==> src/verilog/i2sap_pkg.sv <==
// i2sap_pkg: constants shared by the serial audio port and its checker
// assumes a 200 MHz reference clock feeding the whole block
package i2sap_pkg;
    localparam int          REF_CLK_HZ     = 200_000_000;
    localparam int          FRAME_HZ       = 48_000;
    localparam int          WORD_W         = 16;
    localparam int          FRAME_BITS_S   = 32;
    localparam int          FRAME_BITS_L   = 50;
    localparam int          SLAVE_MAX_HZ   = 3_072_000;
    localparam int          CNT_W          = 6;
    localparam int          ACC_W          = 16;
    localparam int          FIFO_DEPTH     = 8;
    // half-period tick rate = 2 * bit rate = REF * N / M
    localparam logic [15:0] DIV_N_32       = 16'h0030;
    localparam logic [15:0] DIV_M_32       = 16'h0C35;
    localparam logic [15:0] DIV_N_50       = 16'h0003;
    localparam logic [15:0] DIV_M_50       = 16'h007D;
    localparam logic [5:0]  SLOT_BITS_S    = 6'h10;
    localparam logic [5:0]  SLOT_BITS_L    = 6'h19;
    localparam logic [5:0]  CNT_ONE        = 6'h01;
    localparam logic [5:0]  CNT_ZERO       = 6'h00;
endpackage

==> src/verilog/i2sap_port.sv <==
// i2sap_port: two-channel serial audio transmitter, bit clock master or slave
// assumes pins are sampled synchronously to I_CLK and slave SCK is far below I_CLK
// Functional notes
// - master drives SCK/WS, slave takes them in
// - SDO is always an output
// - sixteen-bit words, MSB first
// - words left-justified in channel slot
// - MSB one bit clock after WS change
// - data changes on falling SCK only
// - left when WS low, right when high
// - master: 48 kHz, 32 or 50 bits
// - master SCK from fractional N/M divider
// - slave accepts any SCK up to 3.072 MHz
// - master SCK high/low each at least 0.35T
`timescale 1ns/1ps
module i2sap_port
    import i2sap_pkg::*;
#(
    parameter logic [15:0] P_DIV_N_32 = DIV_N_32,
    parameter logic [15:0] P_DIV_M_32 = DIV_M_32,
    parameter logic [15:0] P_DIV_N_50 = DIV_N_50,
    parameter logic [15:0] P_DIV_M_50 = DIV_M_50,
    parameter int          P_DEPTH    = FIFO_DEPTH
) (
    input  wire logic              I_CLK,
    input  wire logic              I_SRST,
    input  wire logic              I_MASTER,
    input  wire logic              I_RATE50,
    input  wire logic              I_SCK,
    output logic                   O_SCK,
    output logic                   O_SCK_OE,
    input  wire logic              I_WS,
    output logic                   O_WS,
    output logic                   O_WS_OE,
    output logic                   O_SDO,
    input  wire logic              I_SAMPLE_VALID,
    output logic                   O_SAMPLE_READY,
    input  wire logic [WORD_W-1:0] I_SAMPLE_LEFT,
    input  wire logic [WORD_W-1:0] I_SAMPLE_RIGHT,
    output logic                   O_UNDERRUN
);
    logic [ACC_W-1:0]    acc_q;
    logic                msck_q;
    logic                mws_q;
    logic [CNT_W-1:0]    mcnt_q;
    logic                sck_prev_q;
    logic                ws_r_q;
    logic                ws_f_q;
    logic [CNT_W-1:0]    bit_q;
    logic [WORD_W-1:0]   sh_q;
    logic [WORD_W-1:0]   right_q;
    logic                sdo_q;
    logic                undr_q;
    logic                sck_cur;
    logic                rise;
    logic                fall;
    logic                tick;
    logic [ACC_W:0]      acc_sum;
    logic [15:0]         div_n;
    logic [15:0]         div_m;
    logic [CNT_W-1:0]    slot_len;
    logic                ws_change;
    logic                fifo_valid;
    logic                fifo_pop;
    logic [2*WORD_W-1:0] fifo_data;

    // half-period add step and modulus for the selected frame length
    function automatic logic [15:0] div_sel(input logic rate50,
                                            input logic [15:0] a50,
                                            input logic [15:0] a32);
        return rate50 ? a50 : a32;
    endfunction

    assign div_n    = div_sel(I_RATE50, P_DIV_N_50, P_DIV_N_32);
    assign div_m    = div_sel(I_RATE50, P_DIV_M_50, P_DIV_M_32);
    assign slot_len = I_RATE50 ? SLOT_BITS_L : SLOT_BITS_S;
    assign acc_sum  = {1'b0, acc_q} + {1'b0, div_n};
    assign tick     = (acc_sum >= {1'b0, div_m});

    // phase accumulator: halves differ by at most one reference cycle,
    // so both phases stay near 0.5T, well above 0.35T
    always_ff @(posedge I_CLK) begin
        if (I_SRST || !I_MASTER) begin
            acc_q  <= '0;
            msck_q <= 1'b0;
        end else if (tick) begin
            acc_q  <= ACC_W'(acc_sum - {1'b0, div_m});
            msck_q <= ~msck_q;
        end else begin
            acc_q <= ACC_W'(acc_sum);
        end
    end

    assign O_SCK    = msck_q;
    assign O_SCK_OE = I_MASTER;
    assign O_WS     = mws_q;
    assign O_WS_OE  = I_MASTER;
    assign O_SDO    = sdo_q;

    assign sck_cur = I_MASTER ? msck_q : I_SCK;
    assign rise    = sck_cur && !sck_prev_q;
    assign fall    = !sck_cur && sck_prev_q;

    always_ff @(posedge I_CLK) begin
        if (I_SRST) begin
            sck_prev_q <= 1'b0;
        end else begin
            sck_prev_q <= sck_cur;
        end
    end

    // master word select flips on the falling edge that ends each slot
    always_ff @(posedge I_CLK) begin
        if (I_SRST || !I_MASTER) begin
            mws_q  <= 1'b0;
            mcnt_q <= CNT_ZERO;
        end else if (fall) begin
            if (mcnt_q == slot_len - CNT_ONE) begin
                mcnt_q <= CNT_ZERO;
                mws_q  <= ~mws_q;
            end else begin
                mcnt_q <= mcnt_q + CNT_ONE;
            end
        end
    end

    // word select is captured on rising edges in both modes
    always_ff @(posedge I_CLK) begin
        if (I_SRST) begin
            ws_r_q <= 1'b0;
        end else if (rise) begin
            ws_r_q <= I_MASTER ? mws_q : I_WS;
        end
    end

    assign ws_change = fall && (ws_r_q != ws_f_q);
    assign fifo_pop  = ws_change && !ws_r_q;

    // shifter: the change seen at a rising edge is acted on at the next
    // falling edge, which puts the MSB one bit period after WS moved
    always_ff @(posedge I_CLK) begin
        if (I_SRST) begin
            ws_f_q  <= 1'b0;
            bit_q   <= CNT_ZERO;
            sh_q    <= '0;
            right_q <= '0;
            sdo_q   <= 1'b0;
        end else if (ws_change) begin
            ws_f_q <= ws_r_q;
            bit_q  <= CNT_ONE;
            if (!ws_r_q) begin
                // underrun sends silence rather than stale audio
                sdo_q   <= fifo_valid && fifo_data[2*WORD_W-1];
                sh_q    <= fifo_valid ? {fifo_data[2*WORD_W-2:WORD_W], 1'b0} : '0;
                right_q <= fifo_valid ? fifo_data[WORD_W-1:0] : '0;
            end else begin
                sdo_q <= right_q[WORD_W-1];
                sh_q  <= {right_q[WORD_W-2:0], 1'b0};
            end
        end else if (fall) begin
            if (bit_q < CNT_W'(WORD_W)) begin
                sdo_q <= sh_q[WORD_W-1];
                sh_q  <= {sh_q[WORD_W-2:0], 1'b0};
                bit_q <= bit_q + CNT_ONE;
            end else begin
                sdo_q <= 1'b0;
            end
        end
    end

    always_ff @(posedge I_CLK) begin
        if (I_SRST) begin
            undr_q <= 1'b0;
        end else begin
            undr_q <= fifo_pop && !fifo_valid;
        end
    end

    assign O_UNDERRUN = undr_q;

    i2sap_fifo #(
        .WIDTH (2*WORD_W),
        .DEPTH (P_DEPTH)
    ) u_fifo (
        .i_clk       (I_CLK),
        .i_srst      (I_SRST),
        .i_in_valid  (I_SAMPLE_VALID),
        .o_in_ready  (O_SAMPLE_READY),
        .i_in_data   ({I_SAMPLE_LEFT, I_SAMPLE_RIGHT}),
        .o_out_valid (fifo_valid),
        .i_out_ready (fifo_pop),
        .o_out_data  (fifo_data)
    );
endmodule // i2sap_port

==> src/verilog/i2sap_fifo.sv <==
// i2sap_fifo: synchronous fifo with valid/ready on both sides
// assumes a single clock and a synchronous active-high reset
`timescale 1ns/1ps
module i2sap_fifo #(
    parameter int WIDTH = 32,
    parameter int DEPTH = 8
) (
    input  wire logic             i_clk,
    input  wire logic             i_srst,
    input  wire logic             i_in_valid,
    output logic                  o_in_ready,
    input  wire logic [WIDTH-1:0] i_in_data,
    output logic                  o_out_valid,
    input  wire logic             i_out_ready,
    output logic      [WIDTH-1:0] o_out_data
);
    localparam int AW = $clog2(DEPTH);

    logic [WIDTH-1:0] mem_q [DEPTH];
    logic [AW-1:0]    wr_q;
    logic [AW-1:0]    rd_q;
    logic [AW:0]      cnt_q;
    logic             push;
    logic             pop;

    assign o_in_ready  = (cnt_q != (AW+1)'(DEPTH));
    assign o_out_valid = (cnt_q != '0);
    assign push        = i_in_valid && o_in_ready;
    assign pop         = o_out_valid && i_out_ready;
    assign o_out_data  = mem_q[rd_q];

    always_ff @(posedge i_clk) begin
        if (push) begin
            mem_q[wr_q] <= i_in_data;
        end
    end

    always_ff @(posedge i_clk) begin
        if (i_srst) begin
            wr_q  <= '0;
            rd_q  <= '0;
            cnt_q <= '0;
        end else begin
            if (push) begin
                wr_q <= (wr_q == AW'(DEPTH-1)) ? '0 : wr_q + 1'b1;
            end
            if (pop) begin
                rd_q <= (rd_q == AW'(DEPTH-1)) ? '0 : rd_q + 1'b1;
            end
            cnt_q <= cnt_q + (AW+1)'(push) - (AW+1)'(pop);
        end
    end
endmodule // i2sap_fifo

==> config.mk <==
export PLATFORM = sky130hd
export DESIGN_NAME = i2sap_port
export DESIGN_NICKNAME = d
export VERILOG_FILES = /design/src/verilog/i2sap_pkg.sv /design/src/verilog/i2sap_port.sv /design/src/verilog/i2sap_fifo.sv
export SDC_FILE = /design/constraint.sdc
export NUM_CORES = 1
export LEC_CHECK = 0
export BUFFER_PORTS_ARGS = -buffer_cell sky130_fd_sc_hd__buf_2
export CAP_MARGIN = 40
export CELL_PAD_IN_SITES_DETAIL_PLACEMENT = 0
export CELL_PAD_IN_SITES_GLOBAL_PLACEMENT = 1
export CORE_UTILIZATION = 30
export CTS_CLUSTER_SIZE = 28
export DETAILED_ROUTE_END_ITERATION = 16
export GPL_TIMING_DRIVEN = 1
export PLACE_DENSITY = 0.51
export SYNTH_ARGS = -nofsm -noshare
export SYNTH_HDL_FRONTEND = slang
export SYNTH_SLANG_ARGS = --single-unit
==> constraint.sdc <==
create_clock -name I_CLK -period 5.8 [get_ports I_CLK]
set_input_delay 0.58 -clock I_CLK [delete_from_list [all_inputs] [get_ports I_CLK]]
set_output_delay 0.58 -clock I_CLK [all_outputs]
set_load 0.1 [all_outputs]
; Word-level counts from Yosys, hierarchy flattened
; Memories as Yosys holds them, arrays and structs flattened. A register that Yosys moved wholly into a read port is not among the register bits.
; Cells that the tools add are included.
[word_totals]
regBits = 77
ramBits = 256
output_inout_bits = 7
n_memories = 1
[classes]
n_addsub = 9
order_cmp = 2
eq_ne = 5
mux = 26
n_bitwise = 3
reduce_logical = 22
[mem_list]
columns = memory, depth, width, read_ports, rd_clocked_by_memory_dff, wr, line
row1 = u_fifo.mem_q, 8, 32, 1, 1, 1, i2sap_fifo.sv:19  ; logic [WIDTH-1:0] mem_q [DEPTH];
[op_table]
columns = op, count
row1 = $mux W16, 7
row2 = $add A16 B6 Y17, 1
row3 = $ge A17 B12 Y1, 1
row4 = $sub A16 B12 Y16, 1
row5 = $add A6 B1 Y6 const B, 2
row6 = $mux W12, 1
row7 = $mux W3, 4
row8 = $mux W6, 2
row9 = $mux W1, 11
row10 = $logic_and A1 B1 Y1, 8
row11 = $reduce_and A2 Y1, 4
row12 = $add A3 B1 Y3 const B, 2
row13 = $eq A3 B3 Y1 const B, 2
row14 = $eq A6 B6 Y1, 1
row15 = $lt A6 B5 Y1 const B, 1
row16 = $sub A5 B1 Y6 const B, 1
row17 = $logic_not A1 Y1, 5
row18 = $add A4 B1 Y4, 1
row19 = $mux W4, 1
row20 = $ne A4 B4 Y1 const B, 1
row21 = $reduce_bool A2 Y1, 2
row22 = $reduce_bool A4 Y1, 1
row23 = $sub A4 B1 Y4, 1
row24 = $not A1 Y1, 3
row25 = 3 further kinds, 3

; Longest topological paths before layout
; Gate-level depths: netlist of run 1.
[depth]
word_depth = 8
ltp_mapped = 17

; By module
; A second synthesis of run 1 with hierarchy kept.
[unflattened]
hier_cells = 905
area_unflattened_um2 = 14328.7
[modules_own_cells]
columns = mod, n_inst, cells_per_inst, area_per_inst_um2
row1 = i2sap_fifo, 1, 446, 10482.6
row2 = i2sap_port, 1, 459, 3846.2

; Least setup slack after synthesis of run 1
; Ideal clock, no wire load.
[synth_path]
kind = register to register
start = reg u_fifo.cnt_q[2]
end = mem u_fifo.mem_q[0][0] (enable)
setup_time_ns = 0.503
arrival_time_ns = 4.698
t_required_ns = 5.297
setup_slack_ns = 0.599
stages_incl_launch_ff = 6
n_path_buf = 0
cell_sequence = dfxtp_1 > inv_1 > ha_1 > nand2_1 > nand2_1 > nor4_1
[synth_between]
elab_chain_cells = 4
[synth_lines]
columns = item, line
row1 = from (decl), i2sap_fifo.sv:22  ; logic [AW:0] cnt_q;
row2 = from (signal assigned), i2sap_fifo.sv:50  ; cnt_q <= cnt_q + (AW+1)'(push) - (AW+1)'(pop);
row3 = $ne A4 B4 Y1, i2sap_fifo.sv:26  ; assign o_in_ready = (cnt_q != (AW+1)'(DEPTH));
row4 = via O_SAMPLE_READY, i2sap_port.sv:37  ; output logic O_SAMPLE_READY,
row5 = $logic_and A1 B1 Y1, i2sap_fifo.sv:28  ; assign push = i_in_valid && o_in_ready;
row6 = $mux W1, i2sap_fifo.sv:33  ; if (push) begin
row7 = $mux W1 (implied by the code), i2sap_fifo.sv:34  ; mem_q[wr_q] <= i_in_data;
row8 = to (decl), i2sap_fifo.sv:19
; The timed path passes the listed nets, and every way through them passes these cells.

; Worst setup path in the final report of run 1
[layout_path]
start = in I_RATE50
end = reg acc_q[7]
[layout_between]
elab_chain_cells = 4
word_cells_on_any_way = 6
cone_classes = 2 x add/sub / 1 x order compare / 3 x mux
[layout_lines]
columns = item, line
row1 = from (decl), i2sap_port.sv:28  ; input wire logic I_RATE50,
row2 = $mux W6, i2sap_port.sv:71  ; return rate50 ? a50 : a32;
row3 = $add A16 B6 Y17, i2sap_port.sv:77  ; assign acc_sum = {1'b0, acc_q} + {1'b0, div_n};
row4 = $sub A16 B12 Y16 / $ge A17 B12 Y1 (equally long branches), "i2sap_port.sv:87, i2sap_port.sv:78"
row5 = $mux W16 (*), i2sap_port.sv:86  ; end else if (tick) begin
row6 = to (signal assigned), i2sap_port.sv:87  ; acc_q <= ACC_W'(acc_sum - {1'b0, div_m});
row7 = to (signal assigned), i2sap_port.sv:90  ; acc_q <= ACC_W'(acc_sum);
row8 = to (decl), i2sap_port.sv:42  ; logic [ACC_W-1:0] acc_q;
; Every way passes the cells marked *; elsewhere a longest branch is shown, timed or not.
; A chain may end at the register's enable or synchronous reset.

==> out/metrics.yaml, run 1 <==
max_cap_viol_count: 0
post-cts-setup-buffers: 0
pwr-share-clk_pct: 37.8
antenna_cells: 0
final.setup.tns_ns: 0
drive_gt1_share_pct: 25.5
cts_resized: 0
path_buf_inv: 2
powerDensity_nw_per_um2: 392
seq_area_um2: 9280
period_needed_ns: 4.14
coreArea_um2: 46700
synth_edf_count: 256
cts_tree: "yes"
clock-root-buffer: "clkbuf_16"
yosys_warnings: 0
ctsLongestPathBuffers: 3
sequentialPowerShare_pct: 44.3
synth_compound_area_share_pct: 6.87
antenna_found_initial: 1
dieArea_um2: 48200
synth_area_leaders: "edfxtp_1, dfxtp_1, mux4_2, mux2_2, ha_1"
grt_pass1_wl_um: 48900
worstPathMaxFanout: 18
drcViolationCount: 6
seq_area_frac_synth_pct: 65.3
slowest_delay_ns: 0.80
hold_class: "input port to flop"
tightest_slew_ns: 0.853
yosysTopAreaCell: "edfxtp_1"
crit_path_frequent_cell: "ha_1"
post_drt_wl_per_cell_um: 19.8
yosys.area_share.simple_pct: 7.58
first_iter_violations: 531
synth.cell_area_um2: 14200
track_usage_pct: 13.6
cts_buffers: 39
startpoint_type: "input port"
htreeDepth: 2
grt_setup_unrepaired: "false"
synth_top_family_by_area: "multiplexers"
fmax_mhz: 242
vias: 7888
grt_pass1_vias: 8054
p_leak_nw: 5.22
p_int_mw: 4.65
slew_headroom_pct: 43.1
cp.required_ns: 6.22
grtUsageMet2_pct: 21.8
switching_share_pct: 27.6
violations: "DRC"
cpMaxStageDelayCell: "and4b_1"
cts_hold_buffers: 0
final_util_pct: 35.1
postSynthAreaPerCell_um2: 15.4
dp_cells: 1538
worstSkewPairLatency_ns: 0.55
globalRoute.totalOverflow: 0
fin_skew_ns: 0.0214
grt_max_degree: 55
rows: 79
ioPinCount: 46
synth-seq-cells: 335
synthFlopType: "edfxtp_1"
fillers: 4505
p_comb_share_pct: 17.9
synthAdderAreaFrac_pct: 2.13
initial_core_util_pct: 30.4
worstSetupPathType: "input port to flop"
netlist.area_leader.share_pct: 54.2
place.gp.congestion: 0.750
setup_violations: 0
die_h_um: 220
crit_family: "simple AND/OR/NAND/NOR gates"
muxShareOfSynthArea_pct: 13.9
post-route-period-util_pct: 71.3
multi_input_area_um2: 4670
first_pass_iters: 10
area_growth_pct: 15.5
worstPathCellList: "buf_2 > inv_1 > ha_1 > a21o_1 > a31oi_4 > nor2_1 > and3_1 > xor2_1 > ha_1 > and2_1 > a22oi_1 > and4b_1 > a211oi_1 > mux2i_1"
slew_viol_final: 0
viasPerCell: 4.91
io_buffers: 45
met3_usage_pct: 2.32
path_clk_slew_ns: 0.05
hpwl_um: 18500
outcome: "finished with violations"
power.switching_mw: 1.77
syn_nets: 981
final_hold_viol_count: 0
ir_drop_v: 0.000178
ys_types: 69
clock-sinks: 335
busiest_layer: "met2"
gr-usage-met1_pct: 18.5
stdcell_count: 1608
synth_xor_area_share_pct: 1.97
die_w_um: 220
ys_async_sr_fraction_pct: 0
syn_inst: 919
end_kind: "flop"
drtAntennaViolNets: 0
drt-total-wl_um: 31800
nets: 1034
power.total_mw: 6.42
cp.arrival_ns: 4.56
==> cells in the final DEF (no fill, tap or decap), types with 6 or more instances in the layout <==
cell type,count
nand2_1,67
a22oi_1,17
clkinv_2,6
nor3_1,18
o21ai_0,26
buf_4,18
xnor2_1,20
buf_2,45
or2_2,7
mux2_2,32
nand2b_1,13
xor2_1,10
edfxtp_1,256
clkbuf_1,12
inv_1,17
nor2_1,61
a211oi_1,7
ha_1,21
nand3_1,10
dfxtp_1,76
mux4_2,64
a21oi_1,20
mux2i_1,17
clkbuf_16,40
a311oi_1,14
==> final timing paths <==
check                                                      to  slack, ns  depth (start not counted)                      from
worst min register to register          sh_q[13]$_SDFFE_PP0P_       0.47                          2  right_q[12]$_SDFFE_PP0P_
worst max-delay path                      acc_q[7]$_SDFF_PP0_       1.66                         14                  I_RATE50
worst min-delay path            u_fifo.mem_q[2][30]$_DFFE_PP_       0.30                          1         I_SAMPLE_LEFT[14]
worst max register to register            acc_q[7]$_SDFF_PP0_       1.76                         12       acc_q[0]$_SDFF_PP0_
==> sequential cells by signal, indices dropped and copies added, names as in the netlist, 3 cells and up, named ones only <==
name	cells
right_q	16
u_fifo.cnt_q	4
acc_q	16
mcnt_q	6
u_fifo.rd_q	3
u_fifo.mem_q	256
sh_q	15
bit_q	6
u_fifo.wr_q	3
==> cell families (layout without fill, tap and decap cells) <==
| group | after synthesis | count (layout) |
|---|---|---|
| flip-flops | 335 | 335 |
| buffers and inverters | 68 | 150 |
| XOR/XNOR | 31 | 31 |
| AND/OR/NAND/NOR | 221 | 221 |
| AO/OA/AOI/OAI | 128 | 128 |
| adder cells (fa/ha/maj) | 23 | 23 |
| multiplexers | 113 | 113 |
==> stage by stage <==
stage	setup slack, ns	instance area (um2)	hold slack [ns]
after floorplan	0.599	14200	0.449
after global placement	1.11	15100	0.464
after detailed placement	1.10	15100	0.472
after CTS	1.69	16400	0.262
after global routing	1.32	16400	0.300
final	1.66	16400	0.296
==> power by group through the flow <==
stage	Sequential (mW)	Clock [mW]	Combinational, mW
global placement	2.90	0	1.16
finish	2.85	2.43	1.15
floorplan	2.87	0	0.940
CTS	2.84	2.50	1.16
detailed placement	2.89	0	1.15
global route	2.86	2.58	1.26
==> final cells by class <==
| class | instances | area share (%) |
|---|---|---|
| Clock buffer | 53 | 6.47 |
| Clock inverter | 17 | 1.24 |
| Inverter | 17 | 0.389 |
| Multi-Input combinational cell | 516 | 28.5 |
| Sequential cell | 335 | 56.6 |
| Tap cell | 607 | 4.63 |
| Timing Repair Buffer | 63 | 2.20 |
==> cells in the mapped netlist, drive strengths merged (2+ instances only) <==
cell type	instances
nor3	23
nor2	64
mux4	64
o22ai	4
o21a	2
buf	20
fa	2
a21oi	24
o21ai	28
a311oi	15
inv	17
a211oi	9
mux2	32
a22oi	17
nor3b	3
clkbuf	31
nand2b	13
nand3	10
mux2i	17
nand2	67
and4	2
nor2b	6
o31a	3
and2	2
xnor2	20
o211ai	2
xor2	11
o2111ai	4
ha	21
nand3b	2
and3	6
edfxtp	256
dfxtp	79
nand4b	5
a21o	3
nor4	3
a31oi	5
or2	7
nand4	5
==> routing by layer <==
metal	up-vias	part of all wire [%]
met5	-	0.041
met3	45	4.4
met4	2	2.0
li1	3680	-
met2	144	47
met1	4017	47
Note: power is estimated with default switching activity, not from simulation.
==> run 2: changes to the inputs <==
--- a/config.mk
+++ b/config.mk
@@ -5,6 +5,7 @@
 export SDC_FILE = /design/constraint.sdc
 export NUM_CORES = 1
 export LEC_CHECK = 0
+export ABC_AREA = 1
 export BUFFER_PORTS_ARGS = -buffer_cell sky130_fd_sc_hd__buf_2
 export CAP_MARGIN = 40
 export CELL_PAD_IN_SITES_DETAIL_PLACEMENT = 0
@@ -13,7 +14,7 @@
 export CTS_CLUSTER_SIZE = 28
 export DETAILED_ROUTE_END_ITERATION = 16
 export GPL_TIMING_DRIVEN = 1
-export PLACE_DENSITY = 0.51
+export PLACE_DENSITY = 0.53
 export SYNTH_ARGS = -nofsm -noshare
 export SYNTH_HDL_FRONTEND = slang
 export SYNTH_SLANG_ARGS = --single-unit
==> constraint.sdc (replaced) <==
create_clock -name I_CLK -period 4.3 [get_ports I_CLK]
set_input_delay 0.43 -clock I_CLK [delete_from_list [all_inputs] [get_ports I_CLK]]
set_output_delay 0.43 -clock I_CLK [all_outputs]
set_load 0.1 [all_outputs]
==> run 2 against run 1 <==
  * The flow still finishes with violations (DRC)
  * Power is 38% higher
  * Final cell count is 19% higher
  * Count of clock-buffer cells in the layout is 1 higher
  * Clock skew is 0.0047 ns higher
  * Worst setup slack worse by 0.51 ns
  * Hold slack worse by 0.15 ns
  * Global-route usage is 1.7 points higher
  * Sequential share of layout area is 0.29 points lower
  * Largest cell class unchanged
==> out/metrics.yaml, run 2 <==
gr-usage-met1_pct: 20.0  # was 18.5%
switching_share_pct: 30.0  # was 27.6%
ys_types: 48  # was 69
crit_start: "acc_q[0]$_SDFF_PP0_"  # was I_RATE50
vias: 9297  # was 7,888
met3_usage_pct: 2.58  # was 2.32%
p_leak_nw: 5.64  # was 5.22 nW
path_clk_slew_ns: 0.06  # was 0.05 ns
syn_inst: 1235  # was 919
cp.required_ns: 4.74  # was 6.22 ns
ys_top_cells_by_count: "edfxtp_1, nor2_1, nand2_1, inv_1"  # was edfxtp_1, dfxtp_1, nand2_1, mux4_2, nor2_1
max_cap_viol_count: 0  # unchanged
synth_edf_count: 256  # unchanged
p_comb_share_pct: 20.8  # was 17.9%
tightest_slew_ns: 0.820  # was 0.853 ns
antenna_found_initial: 4  # was 1
area_growth_pct: 15.6  # was 15.5%
worstSkewPairLatency_ns: 0.56  # was 0.55 ns
slew_viol_final: 0  # unchanged
largest_reg_flops: 256  # unchanged
rows: 79  # unchanged
place.gp.congestion: 0.762  # was 0.750
synth-seq-cells: 335  # unchanged
drive_gt1_share_pct: 13.1  # was 25.5%
die_w_um: 220  # about the same
antenna_cells: 0  # unchanged
holdCritStartpoint: "I_SAMPLE_RIGHT[15]"  # was I_SAMPLE_LEFT[14]
outcome: "finished with violations"  # unchanged
yosysTopAreaCell: "edfxtp_1"  # unchanged
yosys_warnings: 0  # unchanged
final_hold_viol_count: 0  # unchanged
startpoint_type: "flop"  # was input port
layout_commonest_cell: "edfxtp_1"  # unchanged
dpl_worst_slack_ns: 0.724  # was 1.10 ns
worst_slack_ns: 1.15  # was 1.66 ns
cp.arrival_ns: 3.59  # was 4.56 ns
power.switching_mw: 2.66  # was 1.77 mW
fin_skew_ns: 0.0261  # was 0.0214 ns
ctsLongestPathBuffers: 3  # unchanged
track_usage_pct: 15.3  # was 13.6%
initial_core_util_pct: 30.5  # was 30.4%
first_pass_iters: 11  # was 10
fmax_mhz: 318
cpMaxStageDelayCell: "fa_1"  # was and4b_1
top_register: "u_fifo.mem_q"  # unchanged
hold_class: "input port to flop"  # unchanged
syn_nets: 1297  # was 981
fillers: 4657  # was 4,505
post-cts-setup-buffers: 0  # unchanged
drcViolationCount: 4  # was 6
ys_async_sr_fraction_pct: 0  # unchanged
nets: 1341  # was 1,034
worstPathMaxFanout: 20  # was 18
powerDensity_nw_per_um2: 538  # was 392 nW/um2
busiest_layer: "met2"  # unchanged
cts_hold_buffers: 0  # unchanged
htreeDepth: 2  # unchanged
pwr-share-clk_pct: 35.4  # was 37.8%
viasPerCell: 4.85  # was 4.91
grtUsageMet2_pct: 25.4  # was 21.8%
top_regs: "u_fifo.mem_q (256), acc_q (16), right_q (16)"  # unchanged
slew_headroom_pct: 45.3  # was 43.1%
grt_pass1_vias: 9213  # was 8,054
die_h_um: 220  # about the same
clock-sinks: 335  # unchanged
worstPathCellList: "ha_1 > fa_1 > nand3_1 > inv_1 > nand2_2 > nand2_4 > nand2_1 > xor2_1 > inv_1 > ha_1 > nand2_1 > inv_1 > nand2_1 > nor2_1 > nand2_2 > nor2_4 > nor2_4 > nand2_4 > inv_4 > nor2_1 > nor2_1"  # was buf_2 > inv_1 > ha_1 > a21o_1 > a31oi_4 > nor2_1 > and3_1 > xor2_1 > ha_1 > and2_1 > a22oi_1 > and4b_1 > a211oi_1 > mux2i_1
ioPinCount: 46  # unchanged
sequentialPowerShare_pct: 43.9  # was 44.3%
grt_max_degree: 77  # was 55
end_kind: "flop"  # unchanged
cts_resized: 0  # unchanged
ir_drop_v: 0.000257  # was 0.000178 V
grt_setup_unrepaired: "false"  # unchanged
netlist.area_leader.share_pct: 53.9  # was 54.2%
setup_violations: 0  # unchanged
first_iter_violations: 567  # was 531
clock-root-buffer: "clkbuf_16"  # unchanged
post_drt_wl_per_cell_um: 18.8  # was 19.8 um
grt_pass1_wl_um: 55300  # was 48,900 um
violations: "DRC"  # unchanged
postSynthAreaPerCell_um2: 11.5  # was 15.4 um2
p_int_mw: 6.21  # was 4.65 mW
synth_most_common_cell: "edfxtp_1"  # unchanged
hpwl_um: 21300  # was 18,500 um
period_needed_ns: 3.15
power.total_mw: 8.87  # was 6.42 mW
io_buffers: 45  # unchanged
worstSetupPathType: "flop to flop"  # was input port to flop
post-route-period-util_pct: 73.2
r2r_start: "acc_q[0]$_SDFF_PP0_"  # unchanged
cts_tree: "yes"  # unchanged
globalRoute.totalOverflow: 0  # unchanged
synth.cell_area_um2: 14300  # was 14,200 um2
cts_buffers: 38  # was 39
drtAntennaViolNets: 0  # unchanged
final.setup.tns_ns: 0  # unchanged
coreArea_um2: 46800  # was 46,700 um2
dieArea_um2: 48400  # was 48,200 um2
final_cell_mix: "edfxtp_1, nor2_1, nand2_1"  # was edfxtp_1, dfxtp_1, nand2_1
synthFlopType: "edfxtp_1"  # unchanged
synth_area_leaders: "edfxtp_1, dfxtp_1, nor2_1, nand2_1, mux2i_1"  # was edfxtp_1, dfxtp_1, mux4_2, mux2_2, ha_1
slowest_delay_ns: 0.43  # was 0.80 ns
drt-total-wl_um: 36100  # was 31,800 um
seq_area_frac_synth_pct: 65.0  # was 65.3%
==> run 2: cell count changes in the layout (fill, tap and decap cells not counted), moves of 14 or more <==
cell	before	now
o21ai_0	26	79
nand2_1	67	147
mux2_2	32	0
nand3_1	10	65
a311oi_1	14	0
xnor2_1	20	3
mux2i_1	17	53
o221ai_1	0	52
a21oi_1	20	36
inv_1	17	80
mux4_2	64	0
nor2_1	61	153
o211ai_1	0	27
==> run 2: cell families (layout without fill, tap and decap cells) <==
group                    count (synthesis)  in the layout  share of synthesized area (%)
flip-flops                             335            335                           65.0
buffers and inverters                  151            225                           4.22
adder cells (fa/ha/maj)                 23             23                           2.12
XOR/XNOR                                16             16                           1.04
AO/OA/AOI/OAI                          225            225                           10.3
AND/OR/NAND/NOR                        432            432                           13.6
multiplexers                            53             53                           3.72
==> run 2: critical path: cells and delay by family (launching register included) <==
| kind | cells | cell delay (ns) |
|---|---|---|
| xor+xnor | 1 | 0.18 |
| fa+ha+maj | 3 | 0.99 |
| buf+inv | 4 | 0.26 |
| flops | 1 | 0.30 |
| simple gates | 13 | 1.29 |
==> run 2: metrics by stage <==
| stage | cells | hold slack [ns] | instance area [um2] | util [%] |
|---|---|---|---|---|
| finish | 1916 | 0.149 | 16500 | 35.2 |
| global route | 1916 | 0.152 | 16500 | 35.2 |
| detailed placement | 1846 | 0.422 | 15300 | 32.7 |
| CTS | 1916 | 0.119 | 16500 | 35.2 |
| floorplan | 1235 | 0.409 | 14300 | - |
| global placement | 1844 | 0.418 | 15200 | 32.6 |
==> run 2: area by class of cell <==
| type | count | area [um2] | share of cell area [%] |
|---|---|---|---|
| sequential | 335 | 9280 | 56.3 |
| tap | 607 | 759 | 4.61 |
| clock inverter | 16 | 145 | 0.881 |
| clock buffer | 54 | 1060 | 6.45 |
| multi-input combinational | 749 | 4450 | 27.0 |
| inverter | 91 | 347 | 2.10 |
| timing repair buffer | 64 | 443 | 2.69 |
==> run 2: final timing paths <==
check                                        to  slack (ns)  cells past startpoint
hold reg to reg           bit_q[5]$_SDFFE_PP0P_        0.43                      2
hold / removal    u_fifo.mem_q[7][15]$_DFFE_PP_        0.15                      1
setup / recovery           acc_q[10]$_SDFF_PP0_        1.15                     21
setup reg to reg           acc_q[10]$_SDFF_PP0_        1.15                     21
==> run 2: routing by layer <==
metal  vias up  part of all wire, %  wire, um
met5         -                 0.14        51
met4         8                  2.4       855
met3        68                  3.8      1360
met2       138                   47     17100
met1      4537                   46     16700
li1       4546                    -         -
==> run 2: power by group through the flow <==
stage               combinational [mW]  clock [mW]  sequential, mW
floorplan                         1.43           0            3.96
detailed placement                1.87           0            3.96
global placement                  1.87           0            3.96
finish                            1.84        3.14            3.89
global route                      2.08        3.33            3.92
CTS                               1.88        3.23            3.89
==> run 3: changes to the inputs <==
--- a/config.mk
+++ b/config.mk
@@ -5,7 +5,7 @@
 export SDC_FILE = /design/constraint.sdc
 export NUM_CORES = 1
 export LEC_CHECK = 0
-export ABC_AREA = 1
+export ABC_AREA = 0
 export BUFFER_PORTS_ARGS = -buffer_cell sky130_fd_sc_hd__buf_2
 export CAP_MARGIN = 40
 export CELL_PAD_IN_SITES_DETAIL_PLACEMENT = 0
==> constraint.sdc (replaced) <==
create_clock -name I_CLK -period 2.8 [get_ports I_CLK]
set_input_delay 0.28 -clock I_CLK [delete_from_list [all_inputs] [get_ports I_CLK]]
set_output_delay 0.28 -clock I_CLK [all_outputs]
set_load 0.1 [all_outputs]
==> run 3 against run 2 <==
  * The run ends with DRC, setup timing left
  * First-iteration DRC count rose by 6.2%
  * Sequential power rose by 51%
  * Critical path type unchanged
  * Fmax fell by 2.3%
  * Hold slack got worse by 0.12 ns
  * Count of clock-buffer cells in the layout rose by 1
  * Die area fell by 0.43%
==> out/metrics.yaml, run 3 (synthesis gave the netlist of run 1 again) <==
outcome: "finished with violations"  # unchanged
violations: "DRC, setup timing"  # was DRC
worstPathMaxFanout: 4  # was 20
path_clk_slew_ns: 0.06  # about the same
die_w_um: 220  # about the same
startpoint_type: "flop"  # unchanged
r2r_start: "acc_q[0]$_SDFF_PP0_"  # unchanged
grt_setup_unrepaired: "true"  # was false
reg2reg_slack_ns: -0.42  # was 1.15 ns
clock-sinks: 335  # unchanged
holdCritStartpoint: "I_SAMPLE_LEFT[4]"  # was I_SAMPLE_RIGHT[15]
drtAntennaViolNets: 0  # unchanged
tightest_slew_ns: 0.778  # was 0.820 ns
die_h_um: 220  # about the same
p_leak_nw: 5.86  # was 5.64 nW
hold_end: "u_fifo.mem_q[2][20]$_DFFE_PP_"  # was u_fifo.mem_q[7][15]$_DFFE_PP_
worstSkewPairLatency_ns: 0.55  # was 0.56 ns
cp.required_ns: 3.27  # was 4.74 ns
vias: 8327  # was 9,297
layout_commonest_cell: "edfxtp_1"  # unchanged
power.switching_mw: 4.10  # was 2.66 mW
largest_reg_flops: 256  # unchanged
powerDensity_nw_per_um2: 800  # was 538 nW/um2
power.total_mw: 14.2  # was 8.87 mW
final.setup.tns_ns: -5.64  # was 0 ns
cts_tree: "yes"  # unchanged
post-route-period-util_pct: 115  # was 73.2%
first_iter_violations: 602  # was 567
dieArea_um2: 48200  # was 48,400 um2
reg2reg_depth: 13  # was 21
pwr-share-clk_pct: 32.3  # was 35.4%
initial_core_util_pct: 30.4  # was 30.5%
grt_pass1_vias: 8638  # was 9,213
final_util_pct: 38.1  # was 35.2%
top_regs: "u_fifo.mem_q (256), acc_q (16), right_q (16)"  # unchanged
io_buffers: 45  # unchanged
antenna_cells: 0  # unchanged
worstSetupPathType: "flop to flop"  # unchanged
area_growth_pct: 25.2  # was 15.6%
hold_ws_ns: 0.0264  # was 0.149 ns
antenna_found_initial: 0  # was 4
grt_max_degree: 54  # was 77
drive_gt1_share_pct: 34.6  # was 13.1%
p_comb_share_pct: 26.4  # was 20.8%
worst_slack_ns: -0.423  # was 1.15 ns
switching_share_pct: 28.8  # was 30.0%
ir_drop_v: 0.000449  # was 0.000257 V
slew_headroom_pct: 48.0  # was 45.3%
ctsLongestPathBuffers: 3  # unchanged
hold_class: "input port to flop"  # unchanged
drcViolationCount: 8  # was 4
hold_depth: 1  # unchanged
sequentialPowerShare_pct: 41.3  # was 43.9%
top_register: "u_fifo.mem_q"  # unchanged
end_kind: "flop"  # unchanged
max_cap_viol_count: 0  # unchanged
nets: 1162  # was 1,341
final_cell_mix: "edfxtp_1, buf_4, dfxtp_1"  # was edfxtp_1, nor2_1, nand2_1
place.gp.congestion: 0.768  # was 0.762
post_drt_wl_per_cell_um: 19.5  # was 18.8 um
fmax_mhz: 310  # was 318 MHz
hpwl_um: 21000  # was 21,300 um
clock-root-buffer: "clkbuf_16"  # unchanged
period_needed_ns: 3.22  # was 3.15 ns
r2r_end: "acc_q[15]$_SDFF_PP0_"  # was acc_q[10]$_SDFF_PP0_
htreeDepth: 2  # unchanged
p_int_mw: 10.1  # was 6.21 mW
slew_viol_final: 0  # unchanged
rows: 79  # unchanged
globalRoute.totalOverflow: 0  # unchanged
first_pass_iters: 11  # unchanged
drt-total-wl_um: 33900  # was 36,100 um
grt_pass1_wl_um: 52400  # was 55,300 um
cp.arrival_ns: 3.69  # was 3.59 ns
setup_violations: 17  # was 0
final_hold_viol_count: 0  # unchanged
coreArea_um2: 46700  # was 46,800 um2
fin_skew_ns: 0.0203  # was 0.0261 ns
cts_buffers: 38  # unchanged
viasPerCell: 4.80  # was 4.85
ioPinCount: 46  # unchanged
track_usage_pct: 14.5  # was 15.3%
[run 3: changes by cell type in the layout (fill, tap and decap cells not counted), moves of 16 or more]
cell           delta
a21oi_1          -19
buf_4            +87
dlygate4sd3_1    +30
inv_1            -64
mux2_2           +32
mux2i_1          -37
mux4_2           +64
nand2_1          -82
nand3_1          -57
nor2_1           -93
o211ai_1         -27
o21ai_0          -58
o221ai_1         -52
xnor2_1          +16
[run 3: layout make-up]
class	count	area (um2)
clock buffers	55	1060
clock inverters	12	81.3
fillers	4433	28900
inverters	17	71.3
multi-input cells	517	5000
flip-flops and latches	335	9280
well taps	607	759
repair buffers	191	1520
[run 3: layer usage]
metal / part of all wire, % / vias up / global-route usage, % / routed length (um)
met5: 0 / - / 0 / 0
met4: 2.1 / 0 / 4.51 / 724
met3: 3.3 / 51 / 2.19 / 1100
met2: 47 / 123 / 23.3 / 16000
met1: 47 / 4217 / 20.2 / 16000
li1: - / 3936 / - / -
[run 3: repair_timing]
item                                    CTS  global route
hold buffers                             30             0
cloned                                    1             0
endpoints found under the setup margin   17            17
pin swaps                                13             5
buffers inserted                          8             4
gates resized for setup                  21            24
endpoints found under the hold margin   211             0
[run 3: how the worst max path moves through the flow]
stage / start / end / slack [ns] / cells past startpoint
2_1_floorplan: acc_q[0]$_SDFF_PP0_ / acc_q[12]$_SDFF_PP0_ / -0.40 / 14
3_3_place_gp: I_RATE50 / acc_q[0]$_SDFF_PP0_ / -0.63 / 14
5_1_grt: acc_q[0]$_SDFF_PP0_ / acc_q[15]$_SDFF_PP0_ / -0.53 / 13
3_5_place_dp: I_RATE50 / acc_q[15]$_SDFF_PP0_ / -0.68 / 14
6_report: acc_q[0]$_SDFF_PP0_ / acc_q[15]$_SDFF_PP0_ / -0.42 / 13
4_1_cts: acc_q[0]$_SDFF_PP0_ / acc_q[15]$_SDFF_PP0_ / -0.39 / 13
[run 3: worst max-delay path: stages, from the launching register on]
cell and delay (ns):
dfxtp_2 0.32, ha_4 0.15, fa_2 0.37, a31oi_4 0.24, xnor2_2 0.17, ha_4 0.25
nand2b_4 0.07, nor4b_4 0.05, a311oi_4 0.48, o211ai_4 0.17, buf_4 0.18, o31a_1 0.32
a211oi_2 0.17, mux2i_1 0.19
[run 3: through the flow]
step / instance area (um2) / worst slack (ns) / cells
6_report: 17800 / -0.423 / 1734
5_1_grt: 17800 / -0.525 / 1734
4_1_cts: 17600 / -0.388 / 1730
3_5_place_dp: 16000 / -0.683 / 1624
3_3_place_gp: 16000 / -0.630 / 1624
2_1_floorplan: 14400 / -0.401 / 919
[run 3: power groups by stage]
stage	clock network (mW)	logic, mW	registers (mW)
3_5_place_dp	0	3.17	5.96
6_report	4.59	3.76	5.86
2_1_floorplan	0	2.08	5.95
5_1_grt	4.93	4.09	5.90
3_3_place_gp	0	3.16	5.96
4_1_cts	4.73	3.53	5.86
